`config.mk`:
```
export PLATFORM = sky130hd
export DESIGN_NAME = lss_scan_timing
export DESIGN_NICKNAME = d
export VERILOG_FILES = /design/src/lss_pkg.sv /design/src/lss_fifo.sv /design/src/lss_scan_timing.sv
export SDC_FILE = /design/constraint.sdc
export NUM_CORES = 1
export LEC_CHECK = 0
export ABC_AREA = 1
export BUFFER_PORTS_ARGS = -buffer_cell sky130_fd_sc_hd__buf_4
export CAP_MARGIN = 20
export CORE_MARGIN = 5
export CORE_UTILIZATION = 60
export DETAILED_ROUTE_END_ITERATION = 10
export GPL_ROUTABILITY_DRIVEN = 0
export PLACE_DENSITY = 0.76
export SYNTH_ARGS = -nofsm -noshare
export SYNTH_HDL_FRONTEND = slang
export SYNTH_SLANG_ARGS = --single-unit
```
`constraint.sdc`:
```
create_clock -name sys_clk -period 3.44 [get_ports sys_clk]
set_clock_uncertainty 0.2 [all_clocks]
set_input_delay 0.344 -clock sys_clk [delete_from_list [all_inputs] [get_ports sys_clk]]
set_output_delay 0.344 -clock sys_clk [all_outputs]
set_load 0.02 [all_outputs]
```
`src/lss_pkg.sv`:
```
// constants and types for the linear sensor scan timing generator
// Function
// - one pixel out per sensor clock cycle
// - integration equals start high plus 48 clocks
// - shifting starts first clock rise after fall
// - first valid pixel on 89th strobe pulse
// - all pixels share one exposure window
// - dedicated strobe output marks sample moments
package lss_pkg;
	localparam int LSS_PIX_W = 12;
	localparam int LSS_CNT_W = 12;
	localparam int LSS_FIFO_DEPTH = 8;
	// sensor clock limits, for the controller side
	localparam int LSS_CLK_MIN_HZ = 200000;
	localparam int LSS_CLK_MAX_HZ = 10000000;
	localparam int LSS_SYS_CLK_HZ = 25000000;
	// start pulse limits in sensor clock periods, kept by the controller
	localparam int LSS_START_PERIOD_MIN = 106;
	localparam int LSS_START_HIGH_MIN = 6;
	localparam int LSS_START_LOW_MIN = 100;
	localparam int LSS_FULL_SCAN_PERIOD = 2140;
	// readout counts in sensor clock pulses
	localparam logic [LSS_CNT_W-1:0] LSS_PIX_COUNT = 12'h800;
	localparam logic [LSS_CNT_W-1:0] LSS_FIRST_PULSE = 12'h059;
	localparam logic [LSS_CNT_W-1:0] LSS_LAST_PULSE = LSS_FIRST_PULSE + LSS_PIX_COUNT - 12'h001;
	localparam logic [LSS_CNT_W-1:0] LSS_INTEG_EXTRA = 12'h030;
	localparam logic [LSS_CNT_W-1:0] LSS_INTEG_END = LSS_INTEG_EXTRA + 12'h001;
	localparam logic [LSS_CNT_W-1:0] LSS_CNT_RESET = 12'h000;
	localparam logic [LSS_PIX_W-1:0] LSS_LEVEL_RESET = 12'h000;

	typedef enum {
		LSS_IDLE,
		LSS_START_HIGH,
		LSS_READOUT
	} lss_state_t;

	typedef struct packed {
		logic valid;
		logic [LSS_PIX_W-1:0] level;
	} lss_video_t;
endpackage : lss_pkg

```
`src/lss_fifo.sv`:
```
// small pixel buffer with valid and ready on both sides
`timescale 1ns/1ns
module lss_fifo #(
	parameter int WIDTH = 12,
	parameter int DEPTH = 8
) (
	// clock and reset
	input wire logic sys_clk,
	input wire logic reset,
	// fill side
	input wire logic in_valid,
	input wire logic [WIDTH-1:0] in_data,
	output logic in_ready,
	// drain side
	output logic out_valid,
	output logic [WIDTH-1:0] out_data,
	input wire logic out_ready
);
	localparam int AW = $clog2(DEPTH);
	localparam logic [AW:0] FULL = DEPTH[AW:0];

	logic [WIDTH-1:0] mem [DEPTH];
	logic [AW-1:0] wr_q;
	logic [AW-1:0] rd_q;
	logic [AW:0] count_q;
	logic [AW:0] count_d;
	logic push;
	logic pop;

	assign push = in_valid && in_ready;
	assign pop = out_valid && out_ready;
	assign out_valid = (count_q != '0);
	assign out_data = mem[rd_q];

	always_comb
	begin
		count_d = count_q;
		if (push && !pop)
			count_d = count_q + 1'b1;
		else if (pop && !push)
			count_d = count_q - 1'b1;
	end

	always_ff @(posedge sys_clk)
	begin
		if (push)
			mem[wr_q] <= in_data;
	end

	always_ff @(posedge sys_clk)
	begin
		if (reset)
		begin
			wr_q <= '0;
			rd_q <= '0;
			count_q <= '0;
			in_ready <= 1'b0;
		end
		else
		begin
			if (push)
				wr_q <= (wr_q == AW'(DEPTH - 1)) ? '0 : wr_q + 1'b1;
			if (pop)
				rd_q <= (rd_q == AW'(DEPTH - 1)) ? '0 : rd_q + 1'b1;
			count_q <= count_d;
			in_ready <= (count_d != FULL);
		end
	end
endmodule : lss_fifo

```
`src/lss_scan_timing.sv`:
```
// timing generator and video readout of the linear sensor
`timescale 1ns/1ns
module lss_scan_timing (
	// clock and reset
	input wire logic sys_clk,
	input wire logic reset,
	// controller pins
	input wire logic scan_start_pulse,
	input wire logic sensor_clk,
	// pixel levels from the photosite array
	input wire logic [lss_pkg::LSS_PIX_W-1:0] pix_level,
	input wire logic pix_valid,
	output logic pix_ready,
	// sensor outputs
	output lss_pkg::lss_video_t video_q,
	output logic trig_q,
	output logic integrating_q,
	output logic scan_valid_q
);
	import lss_pkg::*;

	function automatic logic lss_rise(input logic prev, input logic cur);
		lss_rise = cur && !prev;
	endfunction : lss_rise

	function automatic logic lss_fall(input logic prev, input logic cur);
		lss_fall = prev && !cur;
	endfunction : lss_fall

	// pulse numbers whose following pulse samples a pixel
	function automatic logic lss_in_window(input logic [LSS_CNT_W-1:0] pulse);
		lss_in_window = (pulse >= LSS_FIRST_PULSE - 12'h001) && (pulse < LSS_LAST_PULSE);
	endfunction : lss_in_window

	function automatic logic [LSS_CNT_W-1:0] lss_next_pulse(input logic [LSS_CNT_W-1:0] pulse);
		lss_next_pulse = pulse + 12'h001;
	endfunction : lss_next_pulse

	// state and pulse count
	lss_state_t state_q;
	lss_state_t state_d;
	logic clk_prev_q;
	logic clk_rise;
	logic clk_fall;
	logic [LSS_CNT_W-1:0] pulse_q;
	logic [LSS_CNT_W-1:0] pulse_d;
	logic first_done_q;

	// pixel buffer side
	logic fifo_valid;
	logic [LSS_PIX_W-1:0] fifo_data;
	logic fifo_pop;
	logic in_window;
	logic fifo_in_ready;
	lss_video_t video_d;

	// decoded strobes
	logic rd_begin;
	logic rd_end;
	logic integ_open;
	logic integ_close;

	// edges of the controller's clock, sampled on sys_clk
	assign clk_rise = lss_rise(clk_prev_q, sensor_clk);
	assign clk_fall = lss_fall(clk_prev_q, sensor_clk);

	always_ff @(posedge sys_clk)
	begin
		if (reset)
			clk_prev_q <= 1'b0;
		else
			clk_prev_q <= sensor_clk;
	end

	assign in_window = lss_in_window(pulse_q);
	assign fifo_pop = (state_q == LSS_READOUT) && clk_fall && in_window;

	// scan boundaries and exposure edges, all on sensor clock rises
	assign rd_begin = clk_rise && state_q == LSS_START_HIGH && state_d == LSS_READOUT;
	assign rd_end = clk_rise && state_q == LSS_READOUT && state_d == LSS_IDLE;
	assign integ_open = clk_rise && state_d == LSS_START_HIGH;
	assign integ_close = clk_rise && state_d == LSS_READOUT && pulse_d == LSS_INTEG_END;

	lss_fifo #(
		.WIDTH(LSS_PIX_W),
		.DEPTH(LSS_FIFO_DEPTH)
	) u_fifo (
		.sys_clk(sys_clk),
		.reset(reset),
		.in_valid(pix_valid),
		.in_data(pix_level),
		.in_ready(fifo_in_ready),
		.out_valid(fifo_valid),
		.out_data(fifo_data),
		.out_ready(fifo_pop)
	);

	assign pix_ready = fifo_in_ready;

	// scan sequencing on sensor clock rising edges
	always_comb
	begin
		state_d = state_q;
		pulse_d = pulse_q;
		if (clk_rise)
		begin
			case (state_q)
				LSS_IDLE:
				begin
					if (scan_start_pulse)
						state_d = LSS_START_HIGH;
				end
				LSS_START_HIGH:
				begin
					if (!scan_start_pulse)
					begin
						state_d = LSS_READOUT;
						pulse_d = 12'h001;
					end
				end
				LSS_READOUT:
				begin
					if (scan_start_pulse)
					begin
						// a new start aborts the current readout
						state_d = LSS_START_HIGH;
						pulse_d = LSS_CNT_RESET;
					end
					else if (pulse_q == LSS_LAST_PULSE)
					begin
						state_d = LSS_IDLE;
						pulse_d = LSS_CNT_RESET;
					end
					else
						pulse_d = lss_next_pulse(pulse_q);
				end
				default:
				begin
					state_d = LSS_IDLE;
					pulse_d = LSS_CNT_RESET;
				end
			endcase
		end
	end

	always_ff @(posedge sys_clk)
	begin
		if (reset)
			state_q <= LSS_IDLE;
		else
			state_q <= state_d;
	end

	always_ff @(posedge sys_clk)
	begin
		if (reset)
			pulse_q <= LSS_CNT_RESET;
		else
			pulse_q <= pulse_d;
	end

	// strobe follows the sensor clock during readout, one pulse per clock from pulse 1, pixels from pulse 89
	always_ff @(posedge sys_clk)
	begin
		if (reset)
			trig_q <= 1'b0;
		else
			trig_q <= sensor_clk && (state_d == LSS_READOUT);
	end

	// one shared exposure window for the whole line
	always_ff @(posedge sys_clk)
	begin
		if (reset)
			integrating_q <= 1'b0;
		else if (integ_open)
			integrating_q <= 1'b1;
		else if (integ_close)
			integrating_q <= 1'b0;
	end

	// video changes on the clock fall, stable at the next strobe rise
	always_comb
	begin
		video_d = video_q;
		if (fifo_pop)
		begin
			video_d.valid = fifo_valid;
			video_d.level = fifo_valid ? fifo_data : LSS_LEVEL_RESET;
		end
		else if (state_q != LSS_READOUT || (clk_fall && !in_window))
		begin
			video_d.valid = 1'b0;
			video_d.level = LSS_LEVEL_RESET;
		end
	end

	always_ff @(posedge sys_clk)
	begin
		if (reset)
		begin
			video_q.valid <= 1'b0;
			video_q.level <= LSS_LEVEL_RESET;
		end
		else
			video_q <= video_d;
	end

	// first complete scan after reset is flagged as not usable
	always_ff @(posedge sys_clk)
	begin
		if (reset)
			first_done_q <= 1'b0;
		else if (rd_end)
			first_done_q <= 1'b1;
	end

	always_ff @(posedge sys_clk)
	begin
		if (reset)
			scan_valid_q <= 1'b0;
		else if (rd_begin)
			scan_valid_q <= first_done_q;
	end
endmodule : lss_scan_timing

```
==> summary.md, run 1 <==
When the netlist entered floorplanning its net count stood at 830. The run gives 0 as the number of failing hold endpoints at the final stage. The deepest level of the CTS H-tree is 4, and the post-route DRC violation count is 0. The tree built by TritonCTS fans out to 172 sinks.

In this run the register-to-register setup slack is 0.90 ns. The nature of the critical path endpoint was a flop. Entering global routing, the biggest net connects 68 pins.

The floorplan step set the die width to 122 um. The die height is 122 um. The logs give 0.582 for the sequential share of the synthesized area and 0.403 for the met2 track demand over resource in global routing.

The number of antenna violations at the first check in global routing is 0, and the cell count after synthesis is 804. The final critical path time including I/O delays and setup is 2.54 ns, and the share of synthesized flip-flops with an asynchronous set or reset is 0. The tools report the reg-to-reg critical path endpoint as video_q[9]$_SDFFE_PP0P_.

The first global-routing pass estimated 27100 um of wire. The TritonCTS buffer count came out at 17. The number of gates resized after CTS was 0. The reported max-cap violation count is 0. The path class of the tightest hold or removal check is in -> reg. The path with the worst hold slack has its endpoint at clk_prev_q$_SDFF_PP0_. The worst setup path is launched from a flop.

The smallest setup slack after layout is 0.904 ns, and the peak ir drop on the vdd network is 0.000509 V. For this design the ratio of total power to cell area is 493 nW/um^2. In this run the mean area of a mapped cell was 9.41 um^2. The library cell used most frequently in the layout, excluding fill and tap cells, is nand2_1. The worst-case clock buffer depth is 2, and the clock transition time at the flip-flop clock pins of the worst setup and hold paths is 0.06 ns. The total via count after detailed routing was 5702. The count of hold buffers inserted by post-cts repair is 12, and the via density per instance is 5.55. Summed negative setup slack over all endpoints: 0 ns.

In this run the most critical hold path is launched from sensor_clk. At the pin with the least slew margin, the transition time is 0.902 ns. Counting cells, the worst reg-to-reg path comes to 5. The run gives 0.234 as the global routing usage summed across all routing layers. The Yosys step of the flow raised 0 warnings.

The highest fanout seen on the critical path is 26, and the starting density of the core is 0.607. The worst setup path is of the reg -> reg kind. The number of instances on the worst hold path was 3. 34 I/O pins were placed. The top cell types in the final layout, fill and taps aside, are 144 x nand2_1, 115 x nor2_1, 96 x edfxtp_1, 75 x inv_1, 75 x dfxtp_1.

The critical path data required time came out at 3.52 ns. In the final layout, the multi-input gates occupy 2690 um^2. Setup repair after global routing left no endpoint under its margin. The run gives 0.398 as the tightest slew margin relative to the limit. The detailed placement HPWL is 10600 um, and the reported leakage power is 3.22 nW. The tools report the met1 track utilization from global routing as 0.292. The first TritonRoute pass finished after 5 iterations. The repair_antennas step left the layout with diodes totalling 0.

Summed over all layers, the global routing overflow is 0. The setup fix buffers added after clock tree synthesis was 0; the count of flip-flops with a built-in enable after synthesis was 96. Highest-utilization routing layer at the global route stage: met2. TritonCTS built the clock tree. Routing usage on met3: 0.0553. The routed design has 16700 um of wire. From synthesis to final layout, the design area changed by 14.4%.

CTS placed an instance of clkbuf_16 at the clock tree root. The logs give 41 for the number of core rows and 0 for the final setup violation count. Post-place setup slack: 0.962 ns. On the final layout, the worst hold slack is 0.0742 ns. The run gives 5484 as the via count of the first global-routing pass.

The number of register bits inferred by synthesis was 172; the area of all sequential standard cells was 4410 um^2. For the final-report max-slew violation count, the log shows 0. The synthesized cell area was 7560 um^2; the post-layout net count was 870.

Among all flip-flop cells after synthesis, the most frequent one is edfxtp_1. Based on the critical path, the design can be clocked at up to 394 MHz. During placement, the flow inserted port buffers numbering 33. The first routing iteration left 535 violations. The tools report the unique cell type count in the Yosys netlist as 37. The tools report the total power consumption of the routed design as 0.00427 W. The run finished with clean final reports. The average wire per standard cell came out at 16.3 um. Data on the critical path arrives at its endpoint at 2.62 ns. The run gives 930 as the fill cell total of the finished layout. The die covers 14900 um^2. The total area inside the core boundary comes to 12500 um^2. For the clock insertion delay at the later pin of the skew report, the log shows 0.43 ns.

The run gives 0 as the remaining number of nets flagged by the antenna check after routing. The post-route fraction of the period consumed by the critical path was 0.737; the fraction of final layout cells sized beyond drive strength 1 was 0.118.
[power by group]
part / internal (W) / switching (W)
sequential: 0.00220 / 0.0000159
clock: 0.00107 / 0.000774
combinational: 0.0000706 / 0.000143
[critical path, cell delays in order (launching register included)]
cell and delay [ns]:
dfxtp_2 0.60, clkinv_1 0.81, nor2_1 0.32, o221ai_1 0.17, nand3_1 0.20, a21oi_1 0.08
[cells in the mapped netlist (all sizes together), types with 2 or more instances]
cell    count  share of area
buf        15          0.010
inv        79          0.039
a21oi      29          0.020
clkbuf     23          0.011
nor2      125          0.066
nand3      40          0.026
nand2     150          0.078
nor3       34          0.025
o32ai       2         0.0023
a41oi       6         0.0069
nand4      11         0.0091
dfxtp      76           0.20
xor2        4         0.0066
o21ai      47          0.034
nand3b      9         0.0089
clkinv      3         0.0022
ha          9          0.015
mux2i      22          0.029
o221ai     22          0.025
edfxtp     96           0.38
[sequential cells by signal, summed over array words and instances (netlist names), named ones only]
name and cells:
clk_prev_q 1, first_done_q 1, integrating_q 1, pulse_q 12
scan_valid_q 1, state_q 32, trig_q 1, u_fifo.count_q 4
u_fifo.in_ready 1, u_fifo.mem 96, u_fifo.rd_q 3, u_fifo.wr_q 3
video_q 13
[cell type report]
class	instances	share of cell area
multi-input cells	512	0.311
clock buffers	21	0.0509
clock inverters	10	0.0134
well taps	172	0.0249
repair buffers	59	0.0547
inverters	82	0.0361
flip-flops and latches	172	0.509
[cell families after synthesis]
family / share of synthesized area
fa+ha+maj: 0.0149
compound gates: 0.0893
xor+xnor: 0.00662
simple gates: 0.215
flops: 0.582
mux: 0.0291
buf+inv: 0.0629
[how the worst max path moves through the flow]
stage | start | to | slack [ns] | depth (start not counted)
2_1_floorplan | u_fifo.in_ready$_SDFF_PP0_ | u_fifo.mem[0][0]$_DFFE_PP_ | 1.39 | 4
3_3_place_gp | flop | video_q[7]$_SDFFE_PP0P_ | 1.03 | 5
3_5_place_dp | flop | video_q[9]$_SDFFE_PP0P_ | 0.96 | 5
4_1_cts | state_q[6]$_SDFF_PP0_ | u_fifo.in_ready$_SDFF_PP0_ | 0.93 | 14
5_1_grt | pulse_q[1]$_SDFF_PP0_ | integrating_q$_SDFFE_PP0P_ | 0.72 | 14
6_report | flop | video_q[9]$_SDFFE_PP0P_ | 0.90 | 5
[per-stage QoR]
| step | cells | utilization | area, um^2 |
|---|---|---|---|
| floorplan | 804 | - | 7560 |
| global placement | 985 | 0.640 | 7980 |
| detailed placement | 985 | 0.640 | 7980 |
| CTS | 1028 | 0.694 | 8650 |
| global route | 1028 | 0.694 | 8650 |
| finish | 1028 | 0.694 | 8650 |
[per-layer routing]
layer,vias up,part of all wire
met4,0,0.015
met3,28,0.059
met1,2679,0.42
met2,191,0.51
met5,-,0
li1,2804,-
Note: power is estimated with default switching activity, not from simulation.
==> run 2: changes to the inputs <==
Settings changed: CORE_UTILIZATION 60 to 55, PLACE_DENSITY 0.76 to 0.73.
Clock period 3.44 ns to 2.1 ns, I/O delays scaled along.
==> summary.md, run 2 (same netlist as run 1, synthesis figures left out) <==
The total clock sinks was 172 (unchanged); the average wire per standard cell was 16.7 um (was 16.3 um). For the number of antenna cells inserted, the log shows 0 (unchanged). Number of top-level pins: 34 (unchanged).

Setup repair after global routing could not meet its margin everywhere. The run gives -0.14 ns (was 0.90 ns) as the worst reg-to-reg setup slack. The critical path data required time was 2.20 ns (was 3.52 ns). The logs give 0.000897 V (was 0.000509 V) for the peak ir drop on the vdd network and 0 (unchanged) for the number of failing hold endpoints at the final stage. The run gives 0 (unchanged) as the number of antenna violations at the first check in global routing. The final reports fail on negative setup slack.

The highest fanout seen on the critical path is 5 (was 26), and the transition time of the tightest slew-check pin is 0.584 ns (was 0.902 ns). The fraction of final layout cells sized beyond drive strength 1 is 0.288 (was 0.118), and the total via count after detailed routing is 6044 (was 5702). The run gives 17 (unchanged) as the TritonCTS buffer count. The nature of the critical path endpoint is a flop (unchanged). The via density per instance is 5.53 (was 5.55). The power density over the cells came out at 736 nW/um^2 (was 493 nW/um^2). The logs give 0.224 (was 0.234) for the global routing usage summed across all routing layers and 42 (was 41) for the number of core rows. The tools report the final setup violation count as 15 (was 0).

For the maximum frequency from static timing analysis, the log shows 447 MHz (was 394 MHz). The post-route DRC violation count was 0 (unchanged). Among the stages of the critical path, the cell type that occurs most often is nand2_2. The area growth from synthesis to layout came out at 26.6% (was 14.4%). The post-route fraction of the period consumed by the critical path was 1.07 (was 0.737); the final routed wirelength across all metal layers was 18300 um (was 16700 um).

The number of port buffers was 33 (unchanged). The logs give 28400 um (was 27100 um) for the first-pass GRT wire length and 4 (unchanged) for the deepest level of the CTS H-tree. For the reported max-cap violation count, the log shows 0 (unchanged). Commonest cells after routing, fill and taps aside: 129 x nand2_1, 100 x nor2_1, 96 x edfxtp_1, 92 x buf_4, 67 x inv_1 (was 144 x nand2_1, 115 x nor2_1, 96 x edfxtp_1, 75 x inv_1, 75 x dfxtp_1).

The pin count of the biggest net entering global routing was 49 (was 68); the non-filler instance count after layout was 1092 (was 1028). The tools report the reported leakage power as 3.59 nW (was 3.22 nW). The cell chosen for the clock root is clkbuf_16 (unchanged). The clock transition time at the flip-flop clock pins of the worst setup and hold paths was 0.06 ns (about the same). The via count of the first global-routing pass is 5807 (was 5484). The tools report the kind of start point of the critical path as a flop (unchanged). The detailed placement HPWL came out at 11200 um (was 10600 um). The smallest setup slack after layout is -0.138 ns (was 0.904 ns), and the summed negative setup slack over all endpoints is -0.908 ns (was 0 ns). The run gives 2.34 ns (was 2.62 ns) as the data arrival time of the critical path. The remaining number of nets flagged by the antenna check after routing is 0 (unchanged). The clock insertion delay at the later pin of the skew report is 0.43 ns (about the same), and the final critical path time including I/O delays and setup is 2.24 ns (was 2.54 ns).

The floorplan die area was 16200 um^2 (was 14900 um^2). Leading registers by flop count: u_fifo.mem: 96 flops, state_q: 32 flops, video_q: 13 flops (unchanged). The tools report the starting density of the core as 0.567 (was 0.607). The logs give 930 (was 870) for the post-layout net count and 0.611 (was 0.398) for the tightest slew margin relative to the limit. The flow ran to the end, but the final reports show violations. TritonCTS built the clock tree. The residual overflow from global routing came out at 0 (unchanged).

Largest stage delay on the critical path: 0.32 ns (was 0.81 ns). The die span in x is 127 um (was 122 um). Worst setup path category: reg -> reg (unchanged).

The worst-case clock buffer depth is 2 (unchanged), and the area of the core region is 13300 um^2 (was 12500 um^2). The length of the first detailed-routing pass in iterations came out at 5 (unchanged). The number of placed instances, taps included is 1031 (was 985). Die height: 127 um (was 122 um).

The most frequent standard cell in the layout excluding fill and tap cells was nand2_1 (unchanged). Register name with the most flops: u_fifo.mem (unchanged). Number of flip-flops in the largest register: 96 (unchanged). The type of the most critical hold path was in -> reg (unchanged). Critical-path cell list: nor2_1, nand2_2, nor2_4, nand2_2, nor2_4, inv_2, nor3_4, nand2_4, nand2_4, inv_4, nand2_2, nand2_2, nand2_2, o21ai_2, nor2_2, a21oi_2 (was clkinv_1, nor2_1, o221ai_1, nand3_1, a21oi_1).

Cell type of the slowest stage on the worst timing path: dfxtp_2 (was clkinv_1). The logs give 0 (unchanged) for the final-report max-slew violation count and 559 (was 535) for the detailed router's first-iteration violation count.
==> run 2: cell count changes in the layout (fill, tap and decap cells not counted), sizes merged <==
cell | before | now
buf | 47 | 104
clkbuf | 21 | 18
clkinvlp | 1 | 4
inv | 82 | 84
bufinv | 2 | 1
clkinv | 7 | 8
dlygate4sd3 | 12 | 13
==> run 2: cell type report <==
cell class,instances,area (um^2)
Inverter,82,319
Clock inverter,14,138
Timing Repair inverter,1,7.51
Clock buffer,17,425
Sequential cell,172,4440
Tap cell,176,220
Multi-Input combinational cell,512,2980
Fill cell,921,3770
Timing Repair Buffer,118,1040
==> run 2: where the power goes <==
group / switching, W / internal (W)
Clock: 0.00134 / 0.00165
Combinational: 0.000275 / 0.000164
Sequential: 0.0000231 / 0.00360
==> run 2: final timing paths <==
path,from,endpoint,cells after the start
setup / recovery,state_q[10]$_SDFF_PP0_,u_fifo.in_ready$_SDFF_PP0_,16
hold / removal,reset,u_fifo.count_q[2]$_SDFF_PP0_,2
setup reg to reg,state_q[10]$_SDFF_PP0_,u_fifo.in_ready$_SDFF_PP0_,16
hold reg to reg,state_q[31]$_SDFF_PP0_,state_q[31]$_SDFF_PP0_,2
==> run 2: worst max-delay path: cells and delay by family, from the launching register on <==
| kind | cells | cell delay [ns] |
|---|---|---|
| flip-flops | 1 | 0.32 |
| buffers and inverters | 2 | 0.13 |
| AND/OR/NAND/NOR | 12 | 1.32 |
| AO/OA/AOI/OAI | 2 | 0.12 |
==> run 2: stage by stage <==
stage	util	worst slack (ns)	cell area, um^2	total power, W	hold WS (ns)
after floorplan	-	0.0506	7560	0.00390	0.109
after global placement	0.626	-0.0445	8360	0.00404	0.238
after detailed placement	0.626	-0.0664	8360	0.00406	0.243
after CTS	0.684	-0.0361	9120	0.00705	0.0213
after global routing	0.717	-0.316	9570	0.00731	0.0590
final	0.717	-0.138	9570	0.00705	0.0377
==> run 2: metal layers <==
metal,share of wire,vias up,global-route usage
li1,-,2928,-
met2,0.52,199,0.390
met1,0.40,2880,0.272
met5,0,-,0
met4,0.024,0,0.0909
met3,0.055,37,0.0447
==> run 2: repair_timing <==
action	in CTS	in global routing
hold endpoints to repair	97	0
hold buffers	13	0
pin swaps	3	40
buffers inserted	3	12
setup endpoints to repair	5	31
resized for setup	19	109
gates cloned	0	3
